--- src/include/subtract_literal_pkg.sv ---
// Shared constants and types for the literal-minus-accumulator datapath
package subtract_literal_pkg;

	// ------------------------------------------------------------
	// Register map (byte addresses, one 32-bit word each)
	// ------------------------------------------------------------
	localparam logic [7:0] OFS_INSTR  = 8'h00;
	localparam logic [7:0] OFS_ACC    = 8'h04;
	localparam logic [7:0] OFS_STATUS = 8'h08;
	localparam logic [7:0] OFS_CTRL   = 8'h0C;

	// ------------------------------------------------------------
	// Instruction word
	// ------------------------------------------------------------
	localparam logic [7:0] OPCODE_SUB_LIT = 8'h08;
	localparam int         OP_MSB         = 15;
	localparam int         OP_LSB         = 8;
	localparam int         LIT_MSB        = 7;
	localparam int         LIT_LSB        = 0;

	// ------------------------------------------------------------
	// Status flag bit positions
	// ------------------------------------------------------------
	localparam int FLG_C  = 0;
	localparam int FLG_DC = 1;
	localparam int FLG_Z  = 2;
	localparam int FLG_OV = 3;
	localparam int FLG_N  = 4;
	localparam int FLG_W  = 5;

	// ------------------------------------------------------------
	// Control register fields
	// ------------------------------------------------------------
	localparam int CTL_BUSY    = 0;
	localparam int CTL_BAD_OP  = 1;
	localparam int CTL_PH_LSB  = 4;
	localparam int CTL_PH_MSB  = 6;
	localparam int CTL_CNT_LSB = 16;
	localparam int CTL_CNT_MSB = 31;

	// ------------------------------------------------------------
	// Reset values
	// ------------------------------------------------------------
	localparam logic [7:0]  RST_ACC   = 8'h00;
	localparam logic [4:0]  RST_FLAGS = 5'h00;
	localparam logic [15:0] RST_INSTR = 16'h0000;
	localparam logic [15:0] RST_COUNT = 16'h0000;
	localparam logic [31:0] RST_WORD  = 32'h0000_0000;

	// ------------------------------------------------------------
	// Instruction cycle phases, Gray along idle-Q1-Q2-Q3-Q4
	// ------------------------------------------------------------
	typedef enum logic [2:0] {
		PH_IDLE = 3'h0,
		PH_Q1   = 3'h1,
		PH_Q2   = 3'h3,
		PH_Q3   = 3'h2,
		PH_Q4   = 3'h6
	} phase_e;

endpackage

--- src/core/literal_subtractor.sv ---
// Combinational literal minus accumulator with status flags
`timescale 1ns/1ps
`default_nettype none

module literal_subtractor (
	input  wire logic [7:0] literal,
	input  wire logic [7:0] acc,
	output logic      [7:0] result,
	output logic      [4:0] flags
);

	logic [8:0] sum;
	logic [4:0] low_sum;

	// ------------------------------------------------------------
	// Two's complement add of the inverted accumulator
	// ------------------------------------------------------------
	always_comb begin
		sum     = {1'b0, literal} + {1'b0, ~acc} + 9'h001;
		low_sum = {1'b0, literal[3:0]} + {1'b0, ~acc[3:0]} + 5'h01;
		result  = sum[7:0];
		flags   = 5'h00;
		flags[subtract_literal_pkg::FLG_C]  = sum[8];
		flags[subtract_literal_pkg::FLG_DC] = low_sum[4];
		flags[subtract_literal_pkg::FLG_OV] = (literal[7] != acc[7]) && (sum[7] != literal[7]);
		flags[subtract_literal_pkg::FLG_Z]  = (sum[7:0] == 8'h00);
		flags[subtract_literal_pkg::FLG_N]  = sum[7];
	end

endmodule

`default_nettype wire

--- src/core/phase_sequencer.sv ---
// Four-phase instruction cycle sequencer
`timescale 1ns/1ps
`default_nettype none

module phase_sequencer (
	input  wire logic                          clk_sys,
	input  wire logic                          sys_rst,
	input  wire logic                          start,
	output subtract_literal_pkg::phase_e       phase,
	output logic                               busy
);

	typedef struct packed {
		subtract_literal_pkg::phase_e phase;
		logic                         busy;
	} seq_s;

	seq_s state_q;
	seq_s state_d;

	// ------------------------------------------------------------
	// Next state
	// ------------------------------------------------------------
	always_comb begin
		state_d = state_q;
		unique case (state_q.phase)
			subtract_literal_pkg::PH_IDLE: begin
				if (start) begin
					state_d.phase = subtract_literal_pkg::PH_Q1;
					state_d.busy  = 1'b1;
				end
			end
			subtract_literal_pkg::PH_Q1: state_d.phase = subtract_literal_pkg::PH_Q2;
			subtract_literal_pkg::PH_Q2: state_d.phase = subtract_literal_pkg::PH_Q3;
			subtract_literal_pkg::PH_Q3: state_d.phase = subtract_literal_pkg::PH_Q4;
			subtract_literal_pkg::PH_Q4: begin
				state_d.phase = subtract_literal_pkg::PH_IDLE;
				state_d.busy  = 1'b0;
			end
			// Unused codes fall back to idle
			default: begin
				state_d.phase = subtract_literal_pkg::PH_IDLE;
				state_d.busy  = 1'b0;
			end
		endcase
	end

	always_ff @(posedge clk_sys or posedge sys_rst) begin
		if (sys_rst) begin
			state_q <= '{phase: subtract_literal_pkg::PH_IDLE, busy: 1'b0};
		end else begin
			state_q <= state_d;
		end
	end

	assign phase = state_q.phase;
	assign busy  = state_q.busy;

endmodule

`default_nettype wire

--- src/core/subtract_acc_from_literal.sv ---
// Accumulator datapath executing literal minus accumulator, Avalon-MM slave
//
// Notes on behaviour
// - Take an 8-bit literal and compute literal minus accumulator, 8 bits.
// - Write the difference into the accumulator only, never a file register.
// - Literal above accumulator: carry set, zero and negative cleared; the code takes negative from result bit 7 (set for FFh minus 00h).
// - Equal operands: store 00h, set zero and carry, clear negative.
// - Accumulator above literal: wrapped result, carry cleared, negative set; the code takes negative from result bit 7 (clear for 00h minus FFh).
// - One instruction cycle: decode, literal read, process, write back.
//
// The Avalon-MM register port and the register offsets were chosen for this implementation.
`timescale 1ns/1ps
`default_nettype none

module subtract_acc_from_literal (
	input  wire logic        clk_sys,
	input  wire logic        sys_rst,
	input  wire logic [7:0]  avs_address,
	input  wire logic        avs_read,
	input  wire logic        avs_write,
	input  wire logic [31:0] avs_writedata,
	input  wire logic [3:0]  avs_byteenable,
	output logic      [31:0] avs_readdata,
	output logic             avs_waitrequest,
	output logic      [7:0]  acc_value,
	output logic             carry_flag,
	output logic             nibble_carry_flag,
	output logic             zero_flag,
	output logic             signed_wrap_flag,
	output logic             negative_flag,
	output logic             busy
);

	// ------------------------------------------------------------
	// State
	// ------------------------------------------------------------
	typedef struct packed {
		logic        waitreq;
		logic [31:0] rdata;
		logic [15:0] instr;
		logic [7:0]  operand;
		logic [7:0]  result;
		logic [4:0]  res_flags;
		logic [7:0]  acc;
		logic [4:0]  flags;
		logic        bad_op;
		logic [15:0] count;
	} core_s;

	core_s state_q;
	core_s state_d;

	subtract_literal_pkg::phase_e phase;
	logic                         seq_busy;
	logic                         start;
	logic [7:0]                   alu_result;
	logic [4:0]                   alu_flags;
	logic                         req;
	logic                         accept;
	logic                         ack;
	logic                         wr_ack;
	logic                         opcode_ok;
	logic [31:0]                  read_word;
	logic [31:0]                  ctrl_word;

	// ------------------------------------------------------------
	// Sub-blocks
	// ------------------------------------------------------------
	phase_sequencer u_seq (
		.clk_sys (clk_sys),
		.sys_rst (sys_rst),
		.start   (start),
		.phase   (phase),
		.busy    (seq_busy)
	);

	literal_subtractor u_alu (
		.literal (state_q.operand),
		.acc     (state_q.acc),
		.result  (alu_result),
		.flags   (alu_flags)
	);

	// ------------------------------------------------------------
	// Bus handshake
	// ------------------------------------------------------------
	// Writes stall while an instruction runs, so software cannot
	// change the accumulator under the datapath; reads never stall.
	always_comb begin
		req    = avs_read || avs_write;
		ack    = req && !state_q.waitreq;
		wr_ack = avs_write && !state_q.waitreq;
		accept = req && state_q.waitreq && !(avs_write && (seq_busy || start));
	end

	always_comb begin
		opcode_ok = (avs_writedata[subtract_literal_pkg::OP_MSB:subtract_literal_pkg::OP_LSB]
			== subtract_literal_pkg::OPCODE_SUB_LIT);
	end

	// Execution starts on the edge that completes the instruction write
	always_comb begin
		start = wr_ack && (avs_address == subtract_literal_pkg::OFS_INSTR)
			&& avs_byteenable[0] && avs_byteenable[1] && opcode_ok;
	end

	// ------------------------------------------------------------
	// Read mux
	// ------------------------------------------------------------
	always_comb begin
		ctrl_word = subtract_literal_pkg::RST_WORD;
		ctrl_word[subtract_literal_pkg::CTL_BUSY]   = seq_busy;
		ctrl_word[subtract_literal_pkg::CTL_BAD_OP] = state_q.bad_op;
		ctrl_word[subtract_literal_pkg::CTL_PH_MSB:subtract_literal_pkg::CTL_PH_LSB] = phase;
		ctrl_word[subtract_literal_pkg::CTL_CNT_MSB:subtract_literal_pkg::CTL_CNT_LSB] =
			state_q.count;
	end

	always_comb begin
		read_word = subtract_literal_pkg::RST_WORD;
		unique case (avs_address)
			subtract_literal_pkg::OFS_INSTR:  read_word[15:0] = state_q.instr;
			subtract_literal_pkg::OFS_ACC:    read_word[7:0]  = state_q.acc;
			subtract_literal_pkg::OFS_STATUS: read_word[4:0]  = state_q.flags;
			subtract_literal_pkg::OFS_CTRL:   read_word       = ctrl_word;
			// Unmapped addresses read as zero
			default:                          read_word       = subtract_literal_pkg::RST_WORD;
		endcase
	end

	// ------------------------------------------------------------
	// Next state
	// ------------------------------------------------------------
	always_comb begin
		state_d = state_q;

		// One-cycle acknowledge, read data captured with it
		if (ack) begin
			state_d.waitreq = 1'b1;
		end else if (accept) begin
			state_d.waitreq = 1'b0;
			state_d.rdata   = avs_read ? read_word : state_q.rdata;
		end

		// Software writes take effect only on the acknowledge edge
		if (wr_ack) begin
			unique case (avs_address)
				subtract_literal_pkg::OFS_INSTR: begin
					if (avs_byteenable[0]) begin
						state_d.instr[7:0] = avs_writedata[7:0];
					end
					if (avs_byteenable[1]) begin
						state_d.instr[15:8] = avs_writedata[15:8];
					end
				end
				subtract_literal_pkg::OFS_ACC: begin
					if (avs_byteenable[0]) begin
						state_d.acc = avs_writedata[7:0];
					end
				end
				subtract_literal_pkg::OFS_STATUS: begin
					if (avs_byteenable[0]) begin
						state_d.flags = avs_writedata[subtract_literal_pkg::FLG_W-1:0];
					end
				end
				subtract_literal_pkg::OFS_CTRL: begin
					if (avs_byteenable[0] && avs_writedata[subtract_literal_pkg::CTL_BAD_OP]) begin
						state_d.bad_op = 1'b0;
					end
				end
				default: begin
				end
			endcase
		end

		// A rejected opcode sets the sticky flag; set beats clear
		if (wr_ack && (avs_address == subtract_literal_pkg::OFS_INSTR) && !start) begin
			state_d.bad_op = 1'b1;
		end

		// four phases of one instruction cycle
		unique case (phase)
			subtract_literal_pkg::PH_IDLE: begin
			end
			subtract_literal_pkg::PH_Q1: begin
				// Decode already done when the instruction write was acknowledged
			end
			subtract_literal_pkg::PH_Q2: begin
				state_d.operand = state_q.instr[subtract_literal_pkg::LIT_MSB:
					subtract_literal_pkg::LIT_LSB];
			end
			subtract_literal_pkg::PH_Q3: begin
				state_d.result    = alu_result;
				state_d.res_flags = alu_flags;
			end
			subtract_literal_pkg::PH_Q4: begin
				state_d.acc   = state_q.result;
				state_d.flags = state_q.res_flags;
				state_d.count = state_q.count + 16'h0001;
			end
			default: begin
			end
		endcase
	end

	// ------------------------------------------------------------
	// Registers
	// ------------------------------------------------------------
	always_ff @(posedge clk_sys or posedge sys_rst) begin
		if (sys_rst) begin
			state_q <= '{
				waitreq:   1'b1,
				rdata:     subtract_literal_pkg::RST_WORD,
				instr:     subtract_literal_pkg::RST_INSTR,
				operand:   subtract_literal_pkg::RST_ACC,
				result:    subtract_literal_pkg::RST_ACC,
				res_flags: subtract_literal_pkg::RST_FLAGS,
				acc:       subtract_literal_pkg::RST_ACC,
				flags:     subtract_literal_pkg::RST_FLAGS,
				bad_op:    1'b0,
				count:     subtract_literal_pkg::RST_COUNT
			};
		end else begin
			state_q <= state_d;
		end
	end

	// ------------------------------------------------------------
	// Outputs
	// ------------------------------------------------------------
	assign avs_readdata      = state_q.rdata;
	assign avs_waitrequest   = state_q.waitreq;
	assign acc_value         = state_q.acc;
	assign carry_flag        = state_q.flags[subtract_literal_pkg::FLG_C];
	assign nibble_carry_flag = state_q.flags[subtract_literal_pkg::FLG_DC];
	assign zero_flag         = state_q.flags[subtract_literal_pkg::FLG_Z];
	assign signed_wrap_flag  = state_q.flags[subtract_literal_pkg::FLG_OV];
	assign negative_flag     = state_q.flags[subtract_literal_pkg::FLG_N];
	assign busy              = seq_busy;

endmodule

`default_nettype wire

--- config.mk ---
export PLATFORM = sky130hd
export DESIGN_NAME = subtract_acc_from_literal
export DESIGN_NICKNAME = d
export VERILOG_FILES = /design/src/include/subtract_literal_pkg.sv /design/src/core/literal_subtractor.sv /design/src/core/phase_sequencer.sv /design/src/core/subtract_acc_from_literal.sv
export SDC_FILE = /design/constraint.sdc
export NUM_CORES = 1
export LEC_CHECK = 0
export BUFFER_PORTS_ARGS = -buffer_cell sky130_fd_sc_hd__buf_2
export CAP_MARGIN = 20
export CORE_MARGIN = 3
export CORE_UTILIZATION = 50
export DETAILED_ROUTE_END_ITERATION = 10
export GPL_TIMING_DRIVEN = 1
export PLACE_DENSITY_LB_ADDON = 0.05
export SYNTH_ARGS = -nofsm -noshare
export SYNTH_HDL_FRONTEND = slang
export SYNTH_HIERARCHICAL = 1
export SYNTH_SLANG_ARGS = --single-unit
export TNS_END_PERCENT = 30
--- constraint.sdc ---
create_clock -name clk_sys -period 2.8 [get_ports clk_sys]
set_input_delay 0.42 -clock clk_sys [delete_from_list [all_inputs] [get_ports clk_sys]]
set_output_delay 0.42 -clock clk_sys [all_outputs]
set_load 0.01 [all_outputs]
==> out/summary.md <==
STA
• 0 ps — setup total negative slack
• 0 — final-report hold violation count
• 596 ps — Slew @ Worst Pin
• 0 — final number of max-transition violations
• 2180 ps — final critical path time including I/O delays and setup
• 78.0% — share of the cycle needed by the critical path after routing
• no — unrepaired setup endpoints after global routing
• 458 MHz — maximum clock frequency
• 0 — total of endpoints with negative setup slack in the final report
• 59.9% — max-slew headroom at the worst pin
• 16.7 ps — largest clock skew in the final design

Logic synthesis
• sky130_fd_sc_hd__dfrtp_1 (51%), sky130_fd_sc_hd__mux2_2 (8.6%), sky130_fd_sc_hd__buf_4 (6.2%), sky130_fd_sc_hd__a22o_1 (4.7%), sky130_fd_sc_hd__mux2i_1 (3.4%) — ranking of synthesized cells by area
• 50.8% — area share of the largest cell type after synthesis
• 11.9 um2 — Avg Inst Size Synth
• 100% — async set or reset register ratio after synthesis
• 11.7% — post-synthesis simple-gate area fraction
• sky130_fd_sc_hd__dfrtp_1 — post-synth top area cell
• sky130_fd_sc_hd__dfrtp_1 — most frequently used cell type in the post-synthesis netlist
• sky130_fd_sc_hd__dfrtp_1 — predominant post-synthesis flop cell
• 484 — net count after synthesis
• 3.28% — XOR/XNOR Fraction of Synth Area
• 2.61% — synthesized-area fraction occupied by adder cells
• 5080 um2 — mapped cell area
• 13.3% — mux cell area share after synthesis
• 52 — number of library cell types mapped by synthesis
• multiplexers — largest family of logic cells by synthesized area
• sky130_fd_sc_hd__dfrtp_1 (103), sky130_fd_sc_hd__buf_4 (42), sky130_fd_sc_hd__mux2_2 (39), sky130_fd_sc_hd__nor2_1 (32), sky130_fd_sc_hd__a22o_1 (27) — commonest cells in the netlist
• 6 — Synth Warn #
• 426 — synthesized netlist cell count
• 104 — FF+latch count, synth
• 0 — Post-synth EDFFs
• 51.3% — fraction of the yosys area taken by sequential cells
• 9.76% — area fraction in compound gates after synthesis

Drt
• 0 — DRC viols
• 0 — number of nets with antenna violations after routing
• 16.6 um — wire length per cell after detailed routing
• 5.31 — via density per instance
• 3224 — vias after detailed routing
• 10.1 mm — post-detailed-routing wire length
• 4 — number of detailed-routing iterations run before antenna repair
• 90 — First DRT Iteration DRCs

Placed design
• 76 — number of port buffers
• 7.37 mm — total half-perimeter wirelength after legalization and detailed placement
• 0.759 — final weighted congestion in routability-driven placement

Floorplan
• 51.7% — Initial Utilization
• 36 — placement row count
• 9820 um2 — Floorplan Core Area
• 11400 um2 — Die Area
• 95 — I/O pin count
• 107 um — vertical die dimension
• 107 um — horizontal die dimension

Pwr
• 0.00197 W — cell internal power dissipation
• 0.000602 W — switching pwr
• 36.0% — clock share of power
• 5.1% — part of the total power dissipated in combinational logic
• 23.4% — fraction of power spent switching nets
• 58.9% — portion of total power attributed to sequential cells
• 0.00257 W — Total Power
• 465 nW/um2 — power density cells
• 2.93 nW — leakage power figure
• 199 uV — Max VDD drop

CTS
• 104 — # clock sinks
• 9 — number of CTS-inserted buffers
• built — clock tree from TritonCTS
• 3 — H-Tree Level Count
• 0 — total setup buffers inserted after CTS
• sky130_fd_sc_hd__clkbuf_8 — CTS root buf
• 2 — maximum clock insertion buffer count
• 100 ps — clock slew seen by the registers of the worst setup and hold paths
• 370 ps — Clk Latency, worst-skew pair

Worst setup path
• adder cells — CP delay by family, top
• 4 — largest driver fanout on the critical path
• ha_1, fa_1, nor2b_4, o31a_1, o31a_1, a21oi_2, nor4_2, mux2_2 — sequence of cells on the critical path
• flip-flop — endpoint type of the worst setup path
• 2490 ps — CP Data Arrival Time
• sky130_fd_sc_hd__o31a_1 — cell occurring most often along the worst timing path
• 3110 ps — CP required
• sky130_fd_sc_hd__fa_1 — cell with the largest stage delay on the worst path
• flip-flop — startpoint type of the worst setup path
• reg2reg — critical path class
• 0 — buffer and inverter count on the worst path
• 440 ps — Critical Path Max Stage Delay

Cells and area
• 882 — fillcell total
• 527 — count of nets after finishing
• 56.4% — final design utilization
• 0 — count of antenna diodes in the layout
• 9.04% — area added between synthesis and finish
• 33.1% — layout cells sized above 1

GRT
• 0 — number of antenna violations at the first check in global routing
• 19.1% — all-layer global routing usage
• 0 — overall overflow remaining after global route
• 16.9 mm — global-route wire length before repair
• 3245 — number of global-route vias before repair
• 55 — pin count of the biggest net entering global routing

Run
• 0 — Max Cap Violations

Status
• completed — outcome

Worst hold path
• in2reg — hold crit path type

kinds of logic after synthesis:
logic type      count (synthesis)
fa+ha+maj                      10
flops                         104
mux                            59
compound gates                 68
xor+xnor                       19
buf+inv                        66
simple gates                  100
power by group through the flow:
| stage | Sequential (W) | Combinational [W] | Clock, W |
|---|---|---|---|
| after floorplan | 0.00154 | 0.0000743 | 0 |
| after global placement | 0.00154 | 0.000133 | 0 |
| after detailed placement | 0.00155 | 0.000134 | 0 |
| after CTS | 0.00152 | 0.000136 | 0.000965 |
| after global routing | 0.00152 | 0.000149 | 0.00102 |
| final | 0.00152 | 0.000131 | 0.000927 |
per-layer routing:
| metal | vias to the layer above | track usage, % | routed length (um) | share of wire [%] |
|---|---|---|---|---|
| li1 | 1563 | - | - | - |
| met1 | 1605 | 25.4 | 4720 | 47 |
| met2 | 47 | 32.2 | 5010 | 50 |
| met3 | 9 | 2.41 | 247 | 2.4 |
| met4 | 0 | 6.85 | 114 | 1.1 |
| met5 | - | 0 | 0 | 0 |
flip-flops by register name, indices dropped and copies added (netlist names), 3 cells and up:
| signal | flops |
|---|---|
| acc_value | 8 |
| avs_readdata | 32 |
| ctrl_word | 17 |
| state_q | 37 |
| u_seq/phase | 3 |
cell usage in the layout (no fill, tap or decap), types with 2 or more instances in the layout:
cell | netlist | layout
sky130_fd_sc_hd__a21oi_1 | 18 | 18
sky130_fd_sc_hd__a22o_1 | 27 | 27
sky130_fd_sc_hd__a22oi_1 | 2 | 2
sky130_fd_sc_hd__buf_2 | 4 | 76
sky130_fd_sc_hd__buf_4 | 42 | 5
sky130_fd_sc_hd__clkbuf_8 | 0 | 9
sky130_fd_sc_hd__clkinv_2 | 0 | 3
sky130_fd_sc_hd__clkinv_4 | 0 | 2
sky130_fd_sc_hd__dfrtp_1 | 103 | 103
sky130_fd_sc_hd__ha_1 | 9 | 9
sky130_fd_sc_hd__inv_1 | 15 | 14
sky130_fd_sc_hd__mux2_2 | 39 | 39
sky130_fd_sc_hd__mux2i_1 | 17 | 17
sky130_fd_sc_hd__mux4_2 | 3 | 3
sky130_fd_sc_hd__nand2_1 | 20 | 20
sky130_fd_sc_hd__nand2b_1 | 2 | 2
sky130_fd_sc_hd__nand3_1 | 9 | 9
sky130_fd_sc_hd__nand3_4 | 2 | 2
sky130_fd_sc_hd__nand3b_1 | 2 | 2
sky130_fd_sc_hd__nand4_1 | 5 | 5
sky130_fd_sc_hd__nor2_1 | 32 | 32
sky130_fd_sc_hd__nor2b_1 | 3 | 3
sky130_fd_sc_hd__nor3_1 | 5 | 5
sky130_fd_sc_hd__nor3b_1 | 3 | 3
sky130_fd_sc_hd__nor4_1 | 3 | 3
sky130_fd_sc_hd__o21a_1 | 4 | 4
sky130_fd_sc_hd__o21ai_0 | 7 | 7
sky130_fd_sc_hd__o21ai_1 | 2 | 2
sky130_fd_sc_hd__o31a_1 | 2 | 2
sky130_fd_sc_hd__xnor2_1 | 12 | 12
sky130_fd_sc_hd__xor2_1 | 7 | 7
cell type report:
| type | instances | area, um2 | area share, % |
|---|---|---|---|
| Clock buffer | 9 | 124 | 2.24 |
| Clock inverter | 7 | 71.3 | 1.29 |
| Inverter | 15 | 60.1 | 1.08 |
| Multi-Input combinational cell | 256 | 2060 | 37.3 |
| Sequential cell | 104 | 2600 | 47.0 |
| Tap cell | 133 | 166 | 3.00 |
| Timing Repair Buffer | 83 | 448 | 8.09 |
worst paths after layout:
kind | from | endpoint | slack, ps | depth (start not counted)
min in group asynchronous | sys_rst | u_seq/phase[1] | 510 | 3
worst min-delay path | avs_writedata[7] | state_q[58] | 300 | 2
worst max register to register | acc_value[0] | state_q[32] | 620 | 8
worst min register to register | ctrl_word[31] | ctrl_word[31] | 480 | 1
worst max-delay path | acc_value[0] | state_q[32] | 620 | 8
max in group asynchronous | sys_rst | avs_readdata[2] | 1570 | 4
per-stage QoR:
| stage | instance area, um2 | instances | worst slack, ps | hold slack [ps] |
|---|---|---|---|---|
| 6_report | 5540 | 607 | 616 | 298 |
| 5_1_grt | 5540 | 607 | 512 | 298 |
| 4_1_cts | 5540 | 607 | 611 | 282 |
| 3_5_place_dp | 5330 | 590 | 635 | 349 |
| 3_3_place_gp | 5330 | 590 | 644 | 344 |
| 2_1_floorplan | 5080 | 426 | 816 | 186 |
what timing repair did:
item                      4_1_cts  5_1_grt
hold buffers                    1        0
hold endpoints to repair        4        0
gates resized for setup         0        0
Power figures use the tool's default switching activity.
